--- src/gtu_defs.svh ---
// Constants for the general purpose timer unit
`ifndef GTU_DEFS_SVH
`define GTU_DEFS_SVH
// Contract
// - Five 16-bit timers: three in module one, two plus capture/reload in two.
// - Each auxiliary timer runs alone or counts latch events of the core timer in its module.
// - Module one timers each select timer, gated timer or counter mode.
// - Timer mode counts prescaled clocks; counter mode counts input pin events.
// - Gated mode counts prescaled clocks only while the gate pin level enables it.
// - Module one timer and gated modes count at most once per eight clocks.
// - Direction set by software bit, optionally flipped by the direction pin.
// - Core timer one toggles its latch on each wrap; latch may drive its pin.
// - Core one latch can clock both module one auxiliary timers.
// - Auxiliary timer used as capture or reload register stops counting.
// - Capture role copies core one value on selected edge of its pin.
// - Reload role loads core one on pin edge or selected latch transition.
// - Two auxiliaries reloading on opposite latch edges give hands-free PWM.
// - Module two counts prescaled clocks at most every four clocks, or pin events.
// - Core timer two toggles its latch on each wrap; clocks aux or drives pin.
// - Optionally each core two wrap reloads it from capture/reload register.
// - Capture pin edge stores aux second value; optionally clears that timer.
// - Each timer and capture register has request flag, enable, 16-level priority.

`define GTU_NUM_TIMERS      5
`define GTU_NUM_SRC         6
`define GTU_NUM_PINS        11
`define GTU_AUX_LOWER       0
`define GTU_CORE_ONE        1
`define GTU_AUX_UPPER       2
`define GTU_AUX_SECOND      3
`define GTU_CORE_SECOND     4
`define GTU_CAPTURE_RELOAD_REGISTER          5

`define GTU_ADDR_CTRL_BASE  8'h00
`define GTU_ADDR_COUNT_BASE 8'h20
`define GTU_ADDR_CAPTURE_RELOAD_REGISTER_CTL 8'h14
`define GTU_ADDR_CAPTURE_RELOAD_REGISTER     8'h34

`define GTU_CTRL_MASK       32'h003fffff
`define GTU_CTRL_RESET      32'h00000000
`define GTU_COUNT_RESET     16'h0000
`define GTU_REQ_BIT         21
`define GTU_EN_BIT          20

`define GTU_REF_CLK_MHZ     25
`define GTU_ONE_MIN_NS      320
`define GTU_TWO_MIN_NS      160
`define GTU_ONE_MIN_CYC     11'((`GTU_ONE_MIN_NS * `GTU_REF_CLK_MHZ) / 1000)
`define GTU_TWO_MIN_CYC     11'((`GTU_TWO_MIN_NS * `GTU_REF_CLK_MHZ) / 1000)
`define GTU_DIV_W           11

`endif

--- src/gtu_pkg.sv ---
// Types and helpers for the general purpose timer unit
package gtu_pkg;

  typedef enum logic [1:0] {
    GTU_TIMER   = 2'h0,
    GTU_GATED   = 2'h1,
    GTU_COUNTER = 2'h3,
    GTU_ROLE    = 2'h2
  } gtu_mode_t;

  typedef struct packed {
    logic [9:0] rsv;
    logic       req;
    logic       en;
    logic [3:0] prio;
    logic       opt;
    logic       latch_trig;
    logic       reload_role;
    logic       chain;
    logic       pin_out;
    logic       ext_dir;
    logic       down;
    logic       run;
    logic [1:0] edge_sel;
    logic       gate_high;
    gtu_mode_t  mode;
    logic [2:0] prescale;
  } gtu_ctrl_t;

  typedef struct packed {
    logic       capture_trigger_pin;
    logic [4:0] timer_direction_pin;
    logic [4:0] timer_gate_clock_pin;
  } gtu_pins_t;

  function automatic logic gtu_edge_hit(input logic [1:0] sel, input logic rise,
                                        input logic fall);
    return (sel[0] & rise) | (sel[1] & fall);
  endfunction : gtu_edge_hit

  function automatic logic gtu_pre_tick(input logic [10:0] div, input logic [10:0] base,
                                        input logic [2:0] ps);
    logic [10:0] mask;
    mask = (base << ps) - 11'h001;
    return (div & mask) == 11'h000;
  endfunction : gtu_pre_tick

endpackage : gtu_pkg

--- src/gtu_sync.sv ---
// Three-stage pin synchroniser with edge detection
`timescale 1ns/1ps
`include "gtu_defs.svh"
module gtu_sync (
  input  wire logic                     mclk,
  input  wire logic                     rst,
  input  wire logic [`GTU_NUM_PINS-1:0] pin_async,
  output logic      [`GTU_NUM_PINS-1:0] level,
  output logic      [`GTU_NUM_PINS-1:0] rise,
  output logic      [`GTU_NUM_PINS-1:0] fall
);
  logic [`GTU_NUM_PINS-1:0] s1;
  logic [`GTU_NUM_PINS-1:0] s2;
  logic [`GTU_NUM_PINS-1:0] s3;
  logic [`GTU_NUM_PINS-1:0] next_level;

  always_ff @(posedge mclk) begin
    s1 <= pin_async;
    s2 <= s1;
    s3 <= s2;
  end

  // Accept a change once stages two and three agree
  assign next_level = ~(s2 ^ s3) & s3 | (s2 ^ s3) & level;

  always_ff @(posedge mclk) begin
    if (rst) begin
      level <= '0;
      rise  <= '0;
      fall  <= '0;
    end else begin
      level <= next_level;
      rise  <= next_level & ~level;
      fall  <= ~next_level & level;
    end
  end
endmodule : gtu_sync

--- src/gtu_timer.sv ---
// One 16-bit up/down timer
`timescale 1ns/1ps
`include "gtu_defs.svh"
module gtu_timer (
  input  wire logic        mclk,
  input  wire logic        rst,
  input  wire logic        tick,
  input  wire logic        down,
  input  wire logic        load,
  input  wire logic [15:0] load_value,
  output logic      [15:0] count,
  output logic             wrap
);
  // Wrap does not depend on load, so reload on a wrap stays loop free
  assign wrap = tick & (down ? (count == 16'h0000) : (count == 16'hffff));

  always_ff @(posedge mclk) begin
    if (rst) begin
      count <= `GTU_COUNT_RESET;
    end else if (load) begin
      count <= load_value;
    end else if (tick) begin
      count <= down ? count - 16'h0001 : count + 16'h0001;
    end
  end
endmodule : gtu_timer

--- src/gtu_unit.sv ---
// General purpose timer unit top with AHB-Lite register slave
`timescale 1ns/1ps
`include "gtu_defs.svh"
module gtu_unit (
  input  wire logic              mclk,
  input  wire logic              rst,
  input  wire logic              hsel,
  input  wire logic [31:0]       haddr,
  input  wire logic [1:0]        htrans,
  input  wire logic              hwrite,
  input  wire logic [2:0]        hsize,
  input  wire logic [31:0]       hwdata,
  input  wire logic              hready,
  output logic                   hreadyout,
  output logic      [31:0]       hrdata,
  output logic                   hresp,
  input  wire gtu_pkg::gtu_pins_t pins,
  output logic                   core_one_toggle_pin,
  output logic                   core_two_toggle_pin,
  output logic      [5:0]        irq_pending
);

  // Bus state
  logic                     ap_take;
  logic                     wr_pend;
  logic [7:0]               wr_addr;
  logic                     addr_ok;

  // Registers
  gtu_pkg::gtu_ctrl_t       ctrl [`GTU_NUM_SRC];
  logic [15:0]              capture_reload_register;
  logic [`GTU_DIV_W-1:0]    div;
  logic                     core_one_toggle_latch;
  logic                     core_two_toggle_latch;

  // Synchronised pins
  logic [`GTU_NUM_PINS-1:0] pin_lvl;
  logic [`GTU_NUM_PINS-1:0] pin_rise;
  logic [`GTU_NUM_PINS-1:0] pin_fall;

  // Timer connections
  logic [15:0]              cnt      [`GTU_NUM_TIMERS];
  logic [15:0]              load_val [`GTU_NUM_TIMERS];
  logic [`GTU_NUM_TIMERS-1:0] tick;
  logic [`GTU_NUM_TIMERS-1:0] down;
  logic [`GTU_NUM_TIMERS-1:0] load;
  logic [`GTU_NUM_TIMERS-1:0] wrap;
  logic [`GTU_NUM_TIMERS-1:0] sw_load;
  logic [`GTU_NUM_TIMERS-1:0] hw_load;
  logic [15:0]              hw_val   [`GTU_NUM_TIMERS];
  logic [`GTU_NUM_TIMERS-1:0] base_tick;

  // Events
  logic                     lt1_rise;
  logic                     lt1_fall;
  logic                     lt2_rise;
  logic                     lt2_fall;
  logic                     reload_lower;
  logic                     reload_upper;
  logic                     capture_lower;
  logic                     capture_upper;
  logic                     cap_hit;
  logic [`GTU_NUM_SRC-1:0]  set_evt;
  logic [31:0]              next_rdata;

  // Pin synchroniser
  gtu_sync u_sync (
    .mclk      (mclk),
    .rst       (rst),
    .pin_async (pins),
    .level     (pin_lvl),
    .rise      (pin_rise),
    .fall      (pin_fall)
  );

  // Five timers
  genvar gi;
  generate
    for (gi = 0; gi < `GTU_NUM_TIMERS; gi++) begin : g_tmr
      gtu_timer u_tmr (
        .mclk       (mclk),
        .rst        (rst),
        .tick       (tick[gi]),
        .down       (down[gi]),
        .load       (load[gi]),
        .load_value (load_val[gi]),
        .count      (cnt[gi]),
        .wrap       (wrap[gi])
      );
    end
  endgenerate

  // Free-running prescaler
  always_ff @(posedge mclk) begin
    if (rst) begin
      div <= '0;
    end else begin
      div <= div + 11'h001;
    end
  end

  // Basic mode tick per timer
  always_comb begin
    for (int i = 0; i < `GTU_NUM_TIMERS; i++) begin
      logic pre;
      pre = gtu_pkg::gtu_pre_tick(div, (i < 3) ? `GTU_ONE_MIN_CYC : `GTU_TWO_MIN_CYC,
                                  ctrl[i].prescale);
      case (ctrl[i].mode)
        gtu_pkg::GTU_TIMER: begin
          base_tick[i] = pre;
        end
        gtu_pkg::GTU_GATED: begin
          base_tick[i] = pre & (pin_lvl[i] == ctrl[i].gate_high);
        end
        gtu_pkg::GTU_COUNTER: begin
          base_tick[i] = gtu_pkg::gtu_edge_hit(ctrl[i].edge_sel, pin_rise[i],
                                               pin_fall[i]);
        end
        gtu_pkg::GTU_ROLE: begin
          base_tick[i] = 1'b0;
        end
        default: begin
          base_tick[i] = 1'b0;
        end
      endcase
      down[i] = ctrl[i].down ^ (ctrl[i].ext_dir & pin_lvl[5 + i]);
    end
  end

  // Latch transitions follow core wraps
  assign lt1_rise = wrap[`GTU_CORE_ONE] & ~core_one_toggle_latch;
  assign lt1_fall = wrap[`GTU_CORE_ONE] & core_one_toggle_latch;
  assign lt2_rise = wrap[`GTU_CORE_SECOND] & ~core_two_toggle_latch;
  assign lt2_fall = wrap[`GTU_CORE_SECOND] & core_two_toggle_latch;

  // Core ticks
  assign tick[`GTU_CORE_ONE]    = ctrl[`GTU_CORE_ONE].run & base_tick[`GTU_CORE_ONE];
  assign tick[`GTU_CORE_SECOND] = ctrl[`GTU_CORE_SECOND].run & base_tick[`GTU_CORE_SECOND];

  // Auxiliary ticks, chained to the core latch when selected
  always_comb begin
    tick[`GTU_AUX_LOWER] = ctrl[`GTU_AUX_LOWER].run & base_tick[`GTU_AUX_LOWER];
    if (ctrl[`GTU_AUX_LOWER].chain && ctrl[`GTU_AUX_LOWER].mode != gtu_pkg::GTU_ROLE) begin
      tick[`GTU_AUX_LOWER] = ctrl[`GTU_AUX_LOWER].run &
        gtu_pkg::gtu_edge_hit(ctrl[`GTU_AUX_LOWER].edge_sel, lt1_rise, lt1_fall);
    end
    tick[`GTU_AUX_UPPER] = ctrl[`GTU_AUX_UPPER].run & base_tick[`GTU_AUX_UPPER];
    if (ctrl[`GTU_AUX_UPPER].chain && ctrl[`GTU_AUX_UPPER].mode != gtu_pkg::GTU_ROLE) begin
      tick[`GTU_AUX_UPPER] = ctrl[`GTU_AUX_UPPER].run &
        gtu_pkg::gtu_edge_hit(ctrl[`GTU_AUX_UPPER].edge_sel, lt1_rise, lt1_fall);
    end
    tick[`GTU_AUX_SECOND] = ctrl[`GTU_AUX_SECOND].run & base_tick[`GTU_AUX_SECOND];
    if (ctrl[`GTU_AUX_SECOND].chain) begin
      tick[`GTU_AUX_SECOND] = ctrl[`GTU_AUX_SECOND].run &
        gtu_pkg::gtu_edge_hit(ctrl[`GTU_AUX_SECOND].edge_sel, lt2_rise, lt2_fall);
    end
  end

  // Capture and reload roles of the module one auxiliaries
  always_comb begin
    logic lo_trig;
    logic up_trig;
    lo_trig = ctrl[`GTU_AUX_LOWER].latch_trig ?
      gtu_pkg::gtu_edge_hit(ctrl[`GTU_AUX_LOWER].edge_sel, lt1_rise, lt1_fall) :
      gtu_pkg::gtu_edge_hit(ctrl[`GTU_AUX_LOWER].edge_sel,
                            pin_rise[`GTU_AUX_LOWER], pin_fall[`GTU_AUX_LOWER]);
    up_trig = ctrl[`GTU_AUX_UPPER].latch_trig ?
      gtu_pkg::gtu_edge_hit(ctrl[`GTU_AUX_UPPER].edge_sel, lt1_rise, lt1_fall) :
      gtu_pkg::gtu_edge_hit(ctrl[`GTU_AUX_UPPER].edge_sel,
                            pin_rise[`GTU_AUX_UPPER], pin_fall[`GTU_AUX_UPPER]);
    reload_lower  = (ctrl[`GTU_AUX_LOWER].mode == gtu_pkg::GTU_ROLE) &
                    ctrl[`GTU_AUX_LOWER].reload_role & lo_trig;
    reload_upper  = (ctrl[`GTU_AUX_UPPER].mode == gtu_pkg::GTU_ROLE) &
                    ctrl[`GTU_AUX_UPPER].reload_role & up_trig;
    capture_lower = (ctrl[`GTU_AUX_LOWER].mode == gtu_pkg::GTU_ROLE) &
                    ~ctrl[`GTU_AUX_LOWER].reload_role &
                    gtu_pkg::gtu_edge_hit(ctrl[`GTU_AUX_LOWER].edge_sel,
                      pin_rise[`GTU_AUX_LOWER], pin_fall[`GTU_AUX_LOWER]);
    capture_upper = (ctrl[`GTU_AUX_UPPER].mode == gtu_pkg::GTU_ROLE) &
                    ~ctrl[`GTU_AUX_UPPER].reload_role &
                    gtu_pkg::gtu_edge_hit(ctrl[`GTU_AUX_UPPER].edge_sel,
                      pin_rise[`GTU_AUX_UPPER], pin_fall[`GTU_AUX_UPPER]);
  end

  // Capture/reload register trigger
  assign cap_hit = ctrl[`GTU_CAPTURE_RELOAD_REGISTER].run &
    gtu_pkg::gtu_edge_hit(ctrl[`GTU_CAPTURE_RELOAD_REGISTER].edge_sel, pin_rise[10], pin_fall[10]);

  // Hardware loads
  always_comb begin
    for (int i = 0; i < `GTU_NUM_TIMERS; i++) begin
      hw_load[i] = 1'b0;
      hw_val[i]  = cnt[`GTU_CORE_ONE];
    end
    hw_load[`GTU_AUX_LOWER] = capture_lower;
    hw_load[`GTU_AUX_UPPER] = capture_upper;
    // Lower reloads win if both fire at once
    if (reload_lower) begin
      hw_load[`GTU_CORE_ONE] = 1'b1;
      hw_val[`GTU_CORE_ONE]  = cnt[`GTU_AUX_LOWER];
    end else if (reload_upper) begin
      hw_load[`GTU_CORE_ONE] = 1'b1;
      hw_val[`GTU_CORE_ONE]  = cnt[`GTU_AUX_UPPER];
    end
    hw_load[`GTU_AUX_SECOND] = cap_hit & ctrl[`GTU_CAPTURE_RELOAD_REGISTER].opt;
    hw_val[`GTU_AUX_SECOND]  = 16'h0000;
    hw_load[`GTU_CORE_SECOND] = ctrl[`GTU_CORE_SECOND].opt & wrap[`GTU_CORE_SECOND];
    hw_val[`GTU_CORE_SECOND]  = capture_reload_register;
  end

  // Software count writes take priority over hardware loads
  always_comb begin
    for (int i = 0; i < `GTU_NUM_TIMERS; i++) begin
      sw_load[i]  = wr_pend && (wr_addr == `GTU_ADDR_COUNT_BASE + 8'(i * 4));
      load[i]     = sw_load[i] | hw_load[i];
      load_val[i] = sw_load[i] ? hwdata[15:0] : hw_val[i];
    end
  end

  // Toggle latches
  always_ff @(posedge mclk) begin
    if (rst) begin
      core_one_toggle_latch <= 1'b0;
      core_two_toggle_latch <= 1'b0;
    end else begin
      core_one_toggle_latch <= core_one_toggle_latch ^ wrap[`GTU_CORE_ONE];
      core_two_toggle_latch <= core_two_toggle_latch ^ wrap[`GTU_CORE_SECOND];
    end
  end

  // Toggle pins
  always_ff @(posedge mclk) begin
    if (rst) begin
      core_one_toggle_pin <= 1'b0;
      core_two_toggle_pin <= 1'b0;
    end else begin
      core_one_toggle_pin <= core_one_toggle_latch & ctrl[`GTU_CORE_ONE].pin_out;
      core_two_toggle_pin <= core_two_toggle_latch & ctrl[`GTU_CORE_SECOND].pin_out;
    end
  end

  // Capture/reload register
  always_ff @(posedge mclk) begin
    if (rst) begin
      capture_reload_register <= `GTU_COUNT_RESET;
    end else if (wr_pend && wr_addr == `GTU_ADDR_CAPTURE_RELOAD_REGISTER) begin
      capture_reload_register <= hwdata[15:0];
    end else if (cap_hit) begin
      capture_reload_register <= cnt[`GTU_AUX_SECOND];
    end
  end

  // Request events
  assign set_evt[`GTU_AUX_LOWER]   = wrap[`GTU_AUX_LOWER] | capture_lower;
  assign set_evt[`GTU_CORE_ONE]    = wrap[`GTU_CORE_ONE];
  assign set_evt[`GTU_AUX_UPPER]   = wrap[`GTU_AUX_UPPER] | capture_upper;
  assign set_evt[`GTU_AUX_SECOND]  = wrap[`GTU_AUX_SECOND];
  assign set_evt[`GTU_CORE_SECOND] = wrap[`GTU_CORE_SECOND];
  assign set_evt[`GTU_CAPTURE_RELOAD_REGISTER]      = cap_hit;

  // Control registers; a hardware set beats a software clear
  always_ff @(posedge mclk) begin
    for (int i = 0; i < `GTU_NUM_SRC; i++) begin
      if (rst) begin
        ctrl[i] <= `GTU_CTRL_RESET;
      end else begin
        if (wr_pend && wr_addr == `GTU_ADDR_CTRL_BASE + 8'(i * 4)) begin
          ctrl[i] <= hwdata & `GTU_CTRL_MASK;
        end
        if (set_evt[i]) begin
          ctrl[i].req <= 1'b1;
        end
      end
    end
  end

  // Pending requests
  always_ff @(posedge mclk) begin
    if (rst) begin
      irq_pending <= '0;
    end else begin
      for (int i = 0; i < `GTU_NUM_SRC; i++) begin
        irq_pending[i] <= ctrl[i].req & ctrl[i].en;
      end
    end
  end

  // AHB-Lite address phase
  assign ap_take   = hsel & hready & htrans[1];
  assign addr_ok   = (haddr[31:8] == 24'h000000) && (haddr[1:0] == 2'h0);
  assign hreadyout = 1'b1;
  assign hresp     = 1'b0;

  always_ff @(posedge mclk) begin
    if (rst) begin
      wr_pend <= 1'b0;
      wr_addr <= 8'h00;
    end else begin
      wr_pend <= ap_take & hwrite & addr_ok;
      wr_addr <= haddr[7:0];
    end
  end

  // Read mux
  always_comb begin
    next_rdata = 32'h00000000;
    for (int i = 0; i < `GTU_NUM_SRC; i++) begin
      if (haddr[7:0] == `GTU_ADDR_CTRL_BASE + 8'(i * 4)) begin
        next_rdata = ctrl[i];
      end
    end
    for (int i = 0; i < `GTU_NUM_TIMERS; i++) begin
      if (haddr[7:0] == `GTU_ADDR_COUNT_BASE + 8'(i * 4)) begin
        next_rdata = {16'h0000, cnt[i]};
      end
    end
    if (haddr[7:0] == `GTU_ADDR_CAPTURE_RELOAD_REGISTER) begin
      next_rdata = {16'h0000, capture_reload_register};
    end
    if (!addr_ok) begin
      next_rdata = 32'h00000000;
    end
  end

  always_ff @(posedge mclk) begin
    if (rst) begin
      hrdata <= 32'h00000000;
    end else if (ap_take && !hwrite) begin
      hrdata <= next_rdata;
    end
  end

endmodule : gtu_unit

--- config.mk ---
export PLATFORM = sky130hd
export DESIGN_NAME = gtu_unit
export DESIGN_NICKNAME = d
export VERILOG_FILES = /design/src/gtu_pkg.sv /design/src/gtu_sync.sv /design/src/gtu_timer.sv /design/src/gtu_unit.sv
export VERILOG_INCLUDE_DIRS = /design/src
export SDC_FILE = /design/constraint.sdc
export NUM_CORES = 1
export LEC_CHECK = 0
export ABC_CLOCK_PERIOD_IN_PS = 14850
export BUFFER_PORTS_ARGS = -buffer_cell sky130_fd_sc_hd__buf_2
export CAP_MARGIN = 0
export CORE_MARGIN = 5
export CORE_UTILIZATION = 25
export CTS_BUF_LIST = sky130_fd_sc_hd__clkbuf_4
export DETAILED_ROUTE_END_ITERATION = 16
export MAX_ROUTING_LAYER = met4
export PLACE_DENSITY = 0.37
export SLEW_MARGIN = 20
export SYNTH_ARGS = -nofsm -noshare
export SYNTH_HDL_FRONTEND = slang
export SYNTH_HIERARCHICAL = 1
export SYNTH_SLANG_ARGS = --single-unit
--- constraint.sdc ---
create_clock -name mclk -period 14.85 [get_ports mclk]
set_input_delay 0.7425 -clock mclk [delete_from_list [all_inputs] [get_ports mclk]]
set_output_delay 0.7425 -clock mclk [all_outputs]
set_load 0.03 [all_outputs]
* After elaboration in Yosys (flattened, before gate mapping)
Memory sizes are Yosys's and may differ from the RTL's. Cells that the tools add are included.
Operators by class: add/subtract/negate cells 16, equality and inequality tests 50, shift-type cells 5, multiplexer cells 104, bitwise logic cells 121, reductions and logical operators 43
Operators with widths (number):
- two-way mux 32 bit | 13
- two-way mux 16 bit | 24
- two-way mux 22 bit | 6
- bitwise AND 11 bit | 9
- == test 8 x 6 -> 1 bit, second input constant | 12
- adder 16 x 1 -> 16 bit, second input constant | 5
- == test 16 bit, second input constant | 5
- logical NOT 16 bit | 5
- subtractor 16 x 1 -> 16 bit, second input constant | 5
- bitwise AND 1 bit | 68
- two-way mux 1 bit | 56
- logical NOT 11 bit | 5
- subtractor 11 x 1 -> 11 bit, second input constant | 5
- inverter 11 bit | 3
- << shifter 4 x 3 -> 11 bit, first input constant | 3
- == test 8 x 4 -> 1 bit, second input constant | 4
- == test 8 x 5 -> 1 bit, second input constant | 4
- OR 1 bit | 28
- logical NOT 24 bit | 1
- << shifter 3 x 3 -> 11 bit, first input constant | 2
- == test 2 bit, second input constant | 10
- case mux 1 bit (4 select lines) | 5
- == test 8 x 3 -> 1 bit, second input constant | 2
- logical AND 1 bit | 16
- other kinds (14) | 43
Storage, ports and cells: bits in registers 224, memory bits (writable) 132, input port bits 85, output and inout port bits 42, logic and storage cells 361, memories kept 1
Memory list:
- ctrl | words 6, bits a word 22, read ports 6, clocked after memory_dff 0, wr ports 6, line gtu_unit.sv:30 | gtu_pkg::gtu_ctrl_t ctrl [`GTU_NUM_SRC];

* Longest topological paths before layout
An unclocked memory read counts as a cell.
word-level depth 20, depth in mapped cells 25, depth with buffers taken out 21

* By module
The synthesis kept the hierarchy.
By module, submodules not included:
- gtu_unit | times used 1, cells an instance 1305, area each 12315.6 µm², sequential area each 5305.1 µm²
- gtu_timer (g_tmr[1].u_tmr ...) | times used 4, cells an instance 198, area each 1589.0 µm², sequential area each 320.3 µm²
- gtu_sync | times used 1, cells an instance 135, area each 1829.3 µm², sequential area each 1321.3 µm²
- gtu_timer (g_tmr[0].u_tmr) | times used 1, cells an instance 197, area each 1536.5 µm², sequential area each 320.3 µm²

* Worst setup path before layout
Ideal clock, no wire load.
path type reg-to-reg, start point memory ctrl[0][24] (netlist bit), end point register g_tmr[1].u_tmr.count[15], setup time 134 ps, arrival 5165 ps, required time 14716 ps, slack 9551 ps, cell stages (with the launch flop) 23, buffers on the path 4, cells stage by stage edfxtp_1 > clkbuf_1 > or3_1 > ha_1 > nor2b_1 > a2111oi_0 > o21ai_0 > a221oi_1 > a32oi_1 > nor2b_1 > buf_1 > nor2b_1 > ha_1 > a22oi_1 > a2111oi_4 > buf_4 > nor2_1 > nand2_1 > buf_2 > clkinv_1 > nand3_1 > nor3_1 > or4_1
RTL lines:
- from (decl) | line gtu_unit.sv:30
- to (signal assigned) | line gtu_timer.sv:19 | count <= `GTU_COUNT_RESET;
- to (signal assigned) | line gtu_timer.sv:21 | count <= load_value;
- to (signal assigned) | line gtu_timer.sv:23 | count <= down ? count - 16'h0001 : count + 16'h0001;
- to (decl) | line gtu_timer.sv:11 | output logic [15:0] count,

==> results.md <==
Outcome:
- The run finished with clean final reports.

Pwr:
- Of the total power, the clock network draws 0.393.
- The leakage power summed over all cells is 9.34 nW.
- Of the total power, the share spent switching nets is 0.325.
- The design draws 0.00245 W.
- The internal portion of the total power is 0.00166 W.
- For this design the ratio of total power to cell area is 99.3 nW/um^2.
- The logic gate share of total power is 0.173.
- The analysis attributes to net switching a power of 0.000799 W.
- The share of total power dissipated in sequential elements is 0.435.
- IR analysis of the VDD net gives a maximum drop of 0.0000490 V.

STA:
- The worst setup skew after layout is 75.4 ps.
- The highest attainable clock frequency is 0.172 GHz.
- At the pin with the least slew margin, the transition time is 1100 ps.
- The final number of hold-violating endpoints is 0.
- The setup TNS is 0 ps.
- Setup repair after global routing left no endpoint under its margin.
- The number of setup violations in the final report is 0.
- Dividing the final minimum period by the clock period gives 0.393.
- For the finished layout, the period the worst path requires is 5830 ps.
- In this run the tightest slew margin relative to its limit is 0.263.
- The final number of max-transition violations was 0.
- The worst path meets setup with 9020 ps of slack.

Setup path:
- Counting stages on the worst path, the most repeated cell is sky130_fd_sc_hd__buf_4.
- The master of the slowest instance on the critical path is sky130_fd_sc_hd__edfxtp_1.
- The count of buffer and inverter cells on the critical path is 4.
- Along the worst path, the maximum fanout reaches 27.
- The critical path arrival is 6590 ps.
- The critical path class is register to register.
- The kind of cell with the highest combined delay along the critical path is simple AND/OR/NAND/NOR gates.
- On the worst path, the slowest cell contributes a delay of 500 ps.
- The sort of element at the start of the critical path is a register.
- STA puts the critical path data required time at 15610 ps.
- Walking the worst path, the cells encountered are or3_1, ha_1, nor2b_1, a2111oi_0, o21ai_0, a221oi_1, a32oi_1, nor2b_2, buf_4, nor2b_1, ha_1, a22oi_1, a2111oi_4, buf_4, nor2_1, nand2_1, buf_4, clkinv_1, nand3_1, nor3_1, or4_1.
- The element type at the critical path end is a register.

Clock tree:
- The number of setup buffers added after CTS is 0.
- Clock-pin slew was measured on the worst setup and hold paths at 60 ps.
- The total CTS buffers is 105.
- The source-to-sink clock delay at the later pin of the worst-skew pair is ~940 ps.
- The deepest level of the CTS H-tree is 3.
- The buffer cell driving the clock tree root is sky130_fd_sc_hd__clkbuf_4.
- The clock net in this run drives a total of 335 sinks.
- The buffer levels on the longest clock path is 3.
- The clock tree from TritonCTS is yes.

Detailed routing:
- The number of DRC violations after detailed-routing iteration 0 is 1595.
- The routed design has 89600 um of wire.
- The routed wire length per instance is 24.0 um.
- Across all layers, the routed design uses 19698 vias.
- The top routing layer in use is met4.
- The count of unresolved DRC violations after routing is 0.
- The residual antenna-violating net count after detailed routing is 0.
- The number of iterations in the first detailed-routing pass is 5.
- The per-cell via count in the routed design is 5.28.
- After detailed routing, the wire length on met1 is around 41000 um.
- The met2 wire length is just over 40000 um.
- The routed design uses 4450 um of met3 wire.

Floorplanning:
- Pin placement for this block handled between 100 and 150 I/O pins.
- The full die area is 92700 um^2.
- The initial standard-cell utilization of the core is 0.251.
- In this run the core area contains 108 standard-cell rows.
- The area inside the core boundary is 86500 um^2.
- The floorplan step set the die width to 304 um.
- In this run the vertical extent of the chip is 304 um.

Yosys:
- After technology mapping, the gate count stands at between 2000 and 2500.
- Averaged over all synthesized cells, the footprint is 9.01 um^2.
- Yosys printed 6 warnings.
- The total standard cell area after synthesis is approximately 22000 um^2.

Placement:
- The HPWL after detailed placement is 62900 um.
- The number of port buffers is 100.
- The final weighted congestion in routability-driven placement is 0.870.
- Before CTS, the worst setup slack after placement is 9090 ps.

Global routing:
- The number of antenna violations at the first check in global routing is 11.
- The global route total overflow is 0.
- Entering global routing, the biggest net connects 102 pins.
- The first global-routing pass estimated about 130000 um of wire.
- The overall global routing resource usage is 0.191.
- The number of global-route vias before repair is 19158.

Cells and area:
- The library cell used most frequently in the layout, excluding fill and tap cells, is sky130_fd_sc_hd__a21oi_1.
- Relative to the synthesized area, the layout overhead comes to 14.0%.
- The layout filler cell count is 9285.
- Of the cells placed in the final design, the portion with a size suffix greater than 1 is 0.179.
- The library cells used most frequently in the layout, excluding fill and tap cells, are 220 x sky130_fd_sc_hd__a21oi_1, 203 x sky130_fd_sc_hd__dfxtp_1, 185 x sky130_fd_sc_hd__nand2_1.
- The number of nets in the layout is 2656.

Min path:
- The type of the tightest min-delay check is primary input to register.

Flow run:
- The count of maximum capacitance violations is 0.
power by group through the flow:
stage	clock, W	combinational, W	sequential, W
finish	0.000964	0.000424	0.00107
global route	0.00105	0.000465	0.00107
CTS	0.00101	0.000422	0.00107
detailed placement	0	0.000418	0.00109
global placement	0	0.000414	0.00109
floorplan	0	0.000304	0.00105
layer usage:
| metal | vias to the layer above | track usage |
|---|---|---|
| li1 | 9282 | - |
| met1 | 9721 | 0.257 |
| met2 | 575 | 0.304 |
| met3 | 120 | 0.0267 |
| met4 | 0 | 0.0517 |
| met5 | - | - |
cell type report:
cell class | count | area, um^2 | area share
Clock inverter | 28 | 150 | 0.00607
Antenna cell | 3 | 7.51 | 0.000304
Timing Repair Buffer | 148 | 907 | 0.0367
Clock buffer | 163 | 1220 | 0.0495
Sequential cell | 335 | 8030 | 0.325
Inverter | 38 | 143 | 0.00577
Multi-Input combinational cell | 1859 | 12800 | 0.518
Tap cell | 1155 | 1450 | 0.0585
metrics by stage:
stage                     utilization  cells  instance area, um^2  hold slack [ps]
after floorplan                     -   2415                21700              310
after global placement          0.268   3524                23200              318
after detailed placement        0.268   3524                23200              314
after CTS                       0.286   3726                24700             12.8
after global routing            0.286   3728                24700             30.7
final                           0.286   3729                24700              102
worst paths after layout:
kind	slack [ps]	depth (start not counted)	to	from
setup reg to reg	9020	21	g_tmr[1].u_tmr/count[15]$_SDFFE_PP0P_	ctrl[0][24]$_SDFFCE_PN0P_
setup / recovery	9020	21	g_tmr[1].u_tmr/count[15]$_SDFFE_PP0P_	ctrl[0][24]$_SDFFCE_PN0P_
hold / removal	100	3	wr_pend$_SDFF_PP0_	hwrite
hold reg to reg	270	0	u_sync/s2[8]$_DFF_P_	u_sync/s1[8]$_DFF_P_
tightest hold or removal path: cells and delay by family:
kind,cells,cell delay [ps]
and+or+nand+nor,1,50
buffers and inverters,2,170
flip-flops by register name, indices dropped and copies added, names as in the netlist:
register                 flops
core_two_toggle_latch        1
ctrl                       132
u_sync/s3                   11
irq_pending                  6
wr_addr                      8
u_sync/fall                  6
u_sync/s1                   11
u_sync/level                11
u_sync/rise                  6
wr_pend                      1
core_one_toggle_pin          1
g_tmr.u_tmr/count           80
hrdata                      22
capture_reload_register     16
core_two_toggle_pin          1
core_one_toggle_latch        1
div                         10
u_sync/s2                   11
timing repair:
item	in CTS	in global routing
hold buffers	11	0
hold endpoints to repair	11	0
gates resized for setup	0	0
No activity file was read; power rests on OpenSTA's default activity.
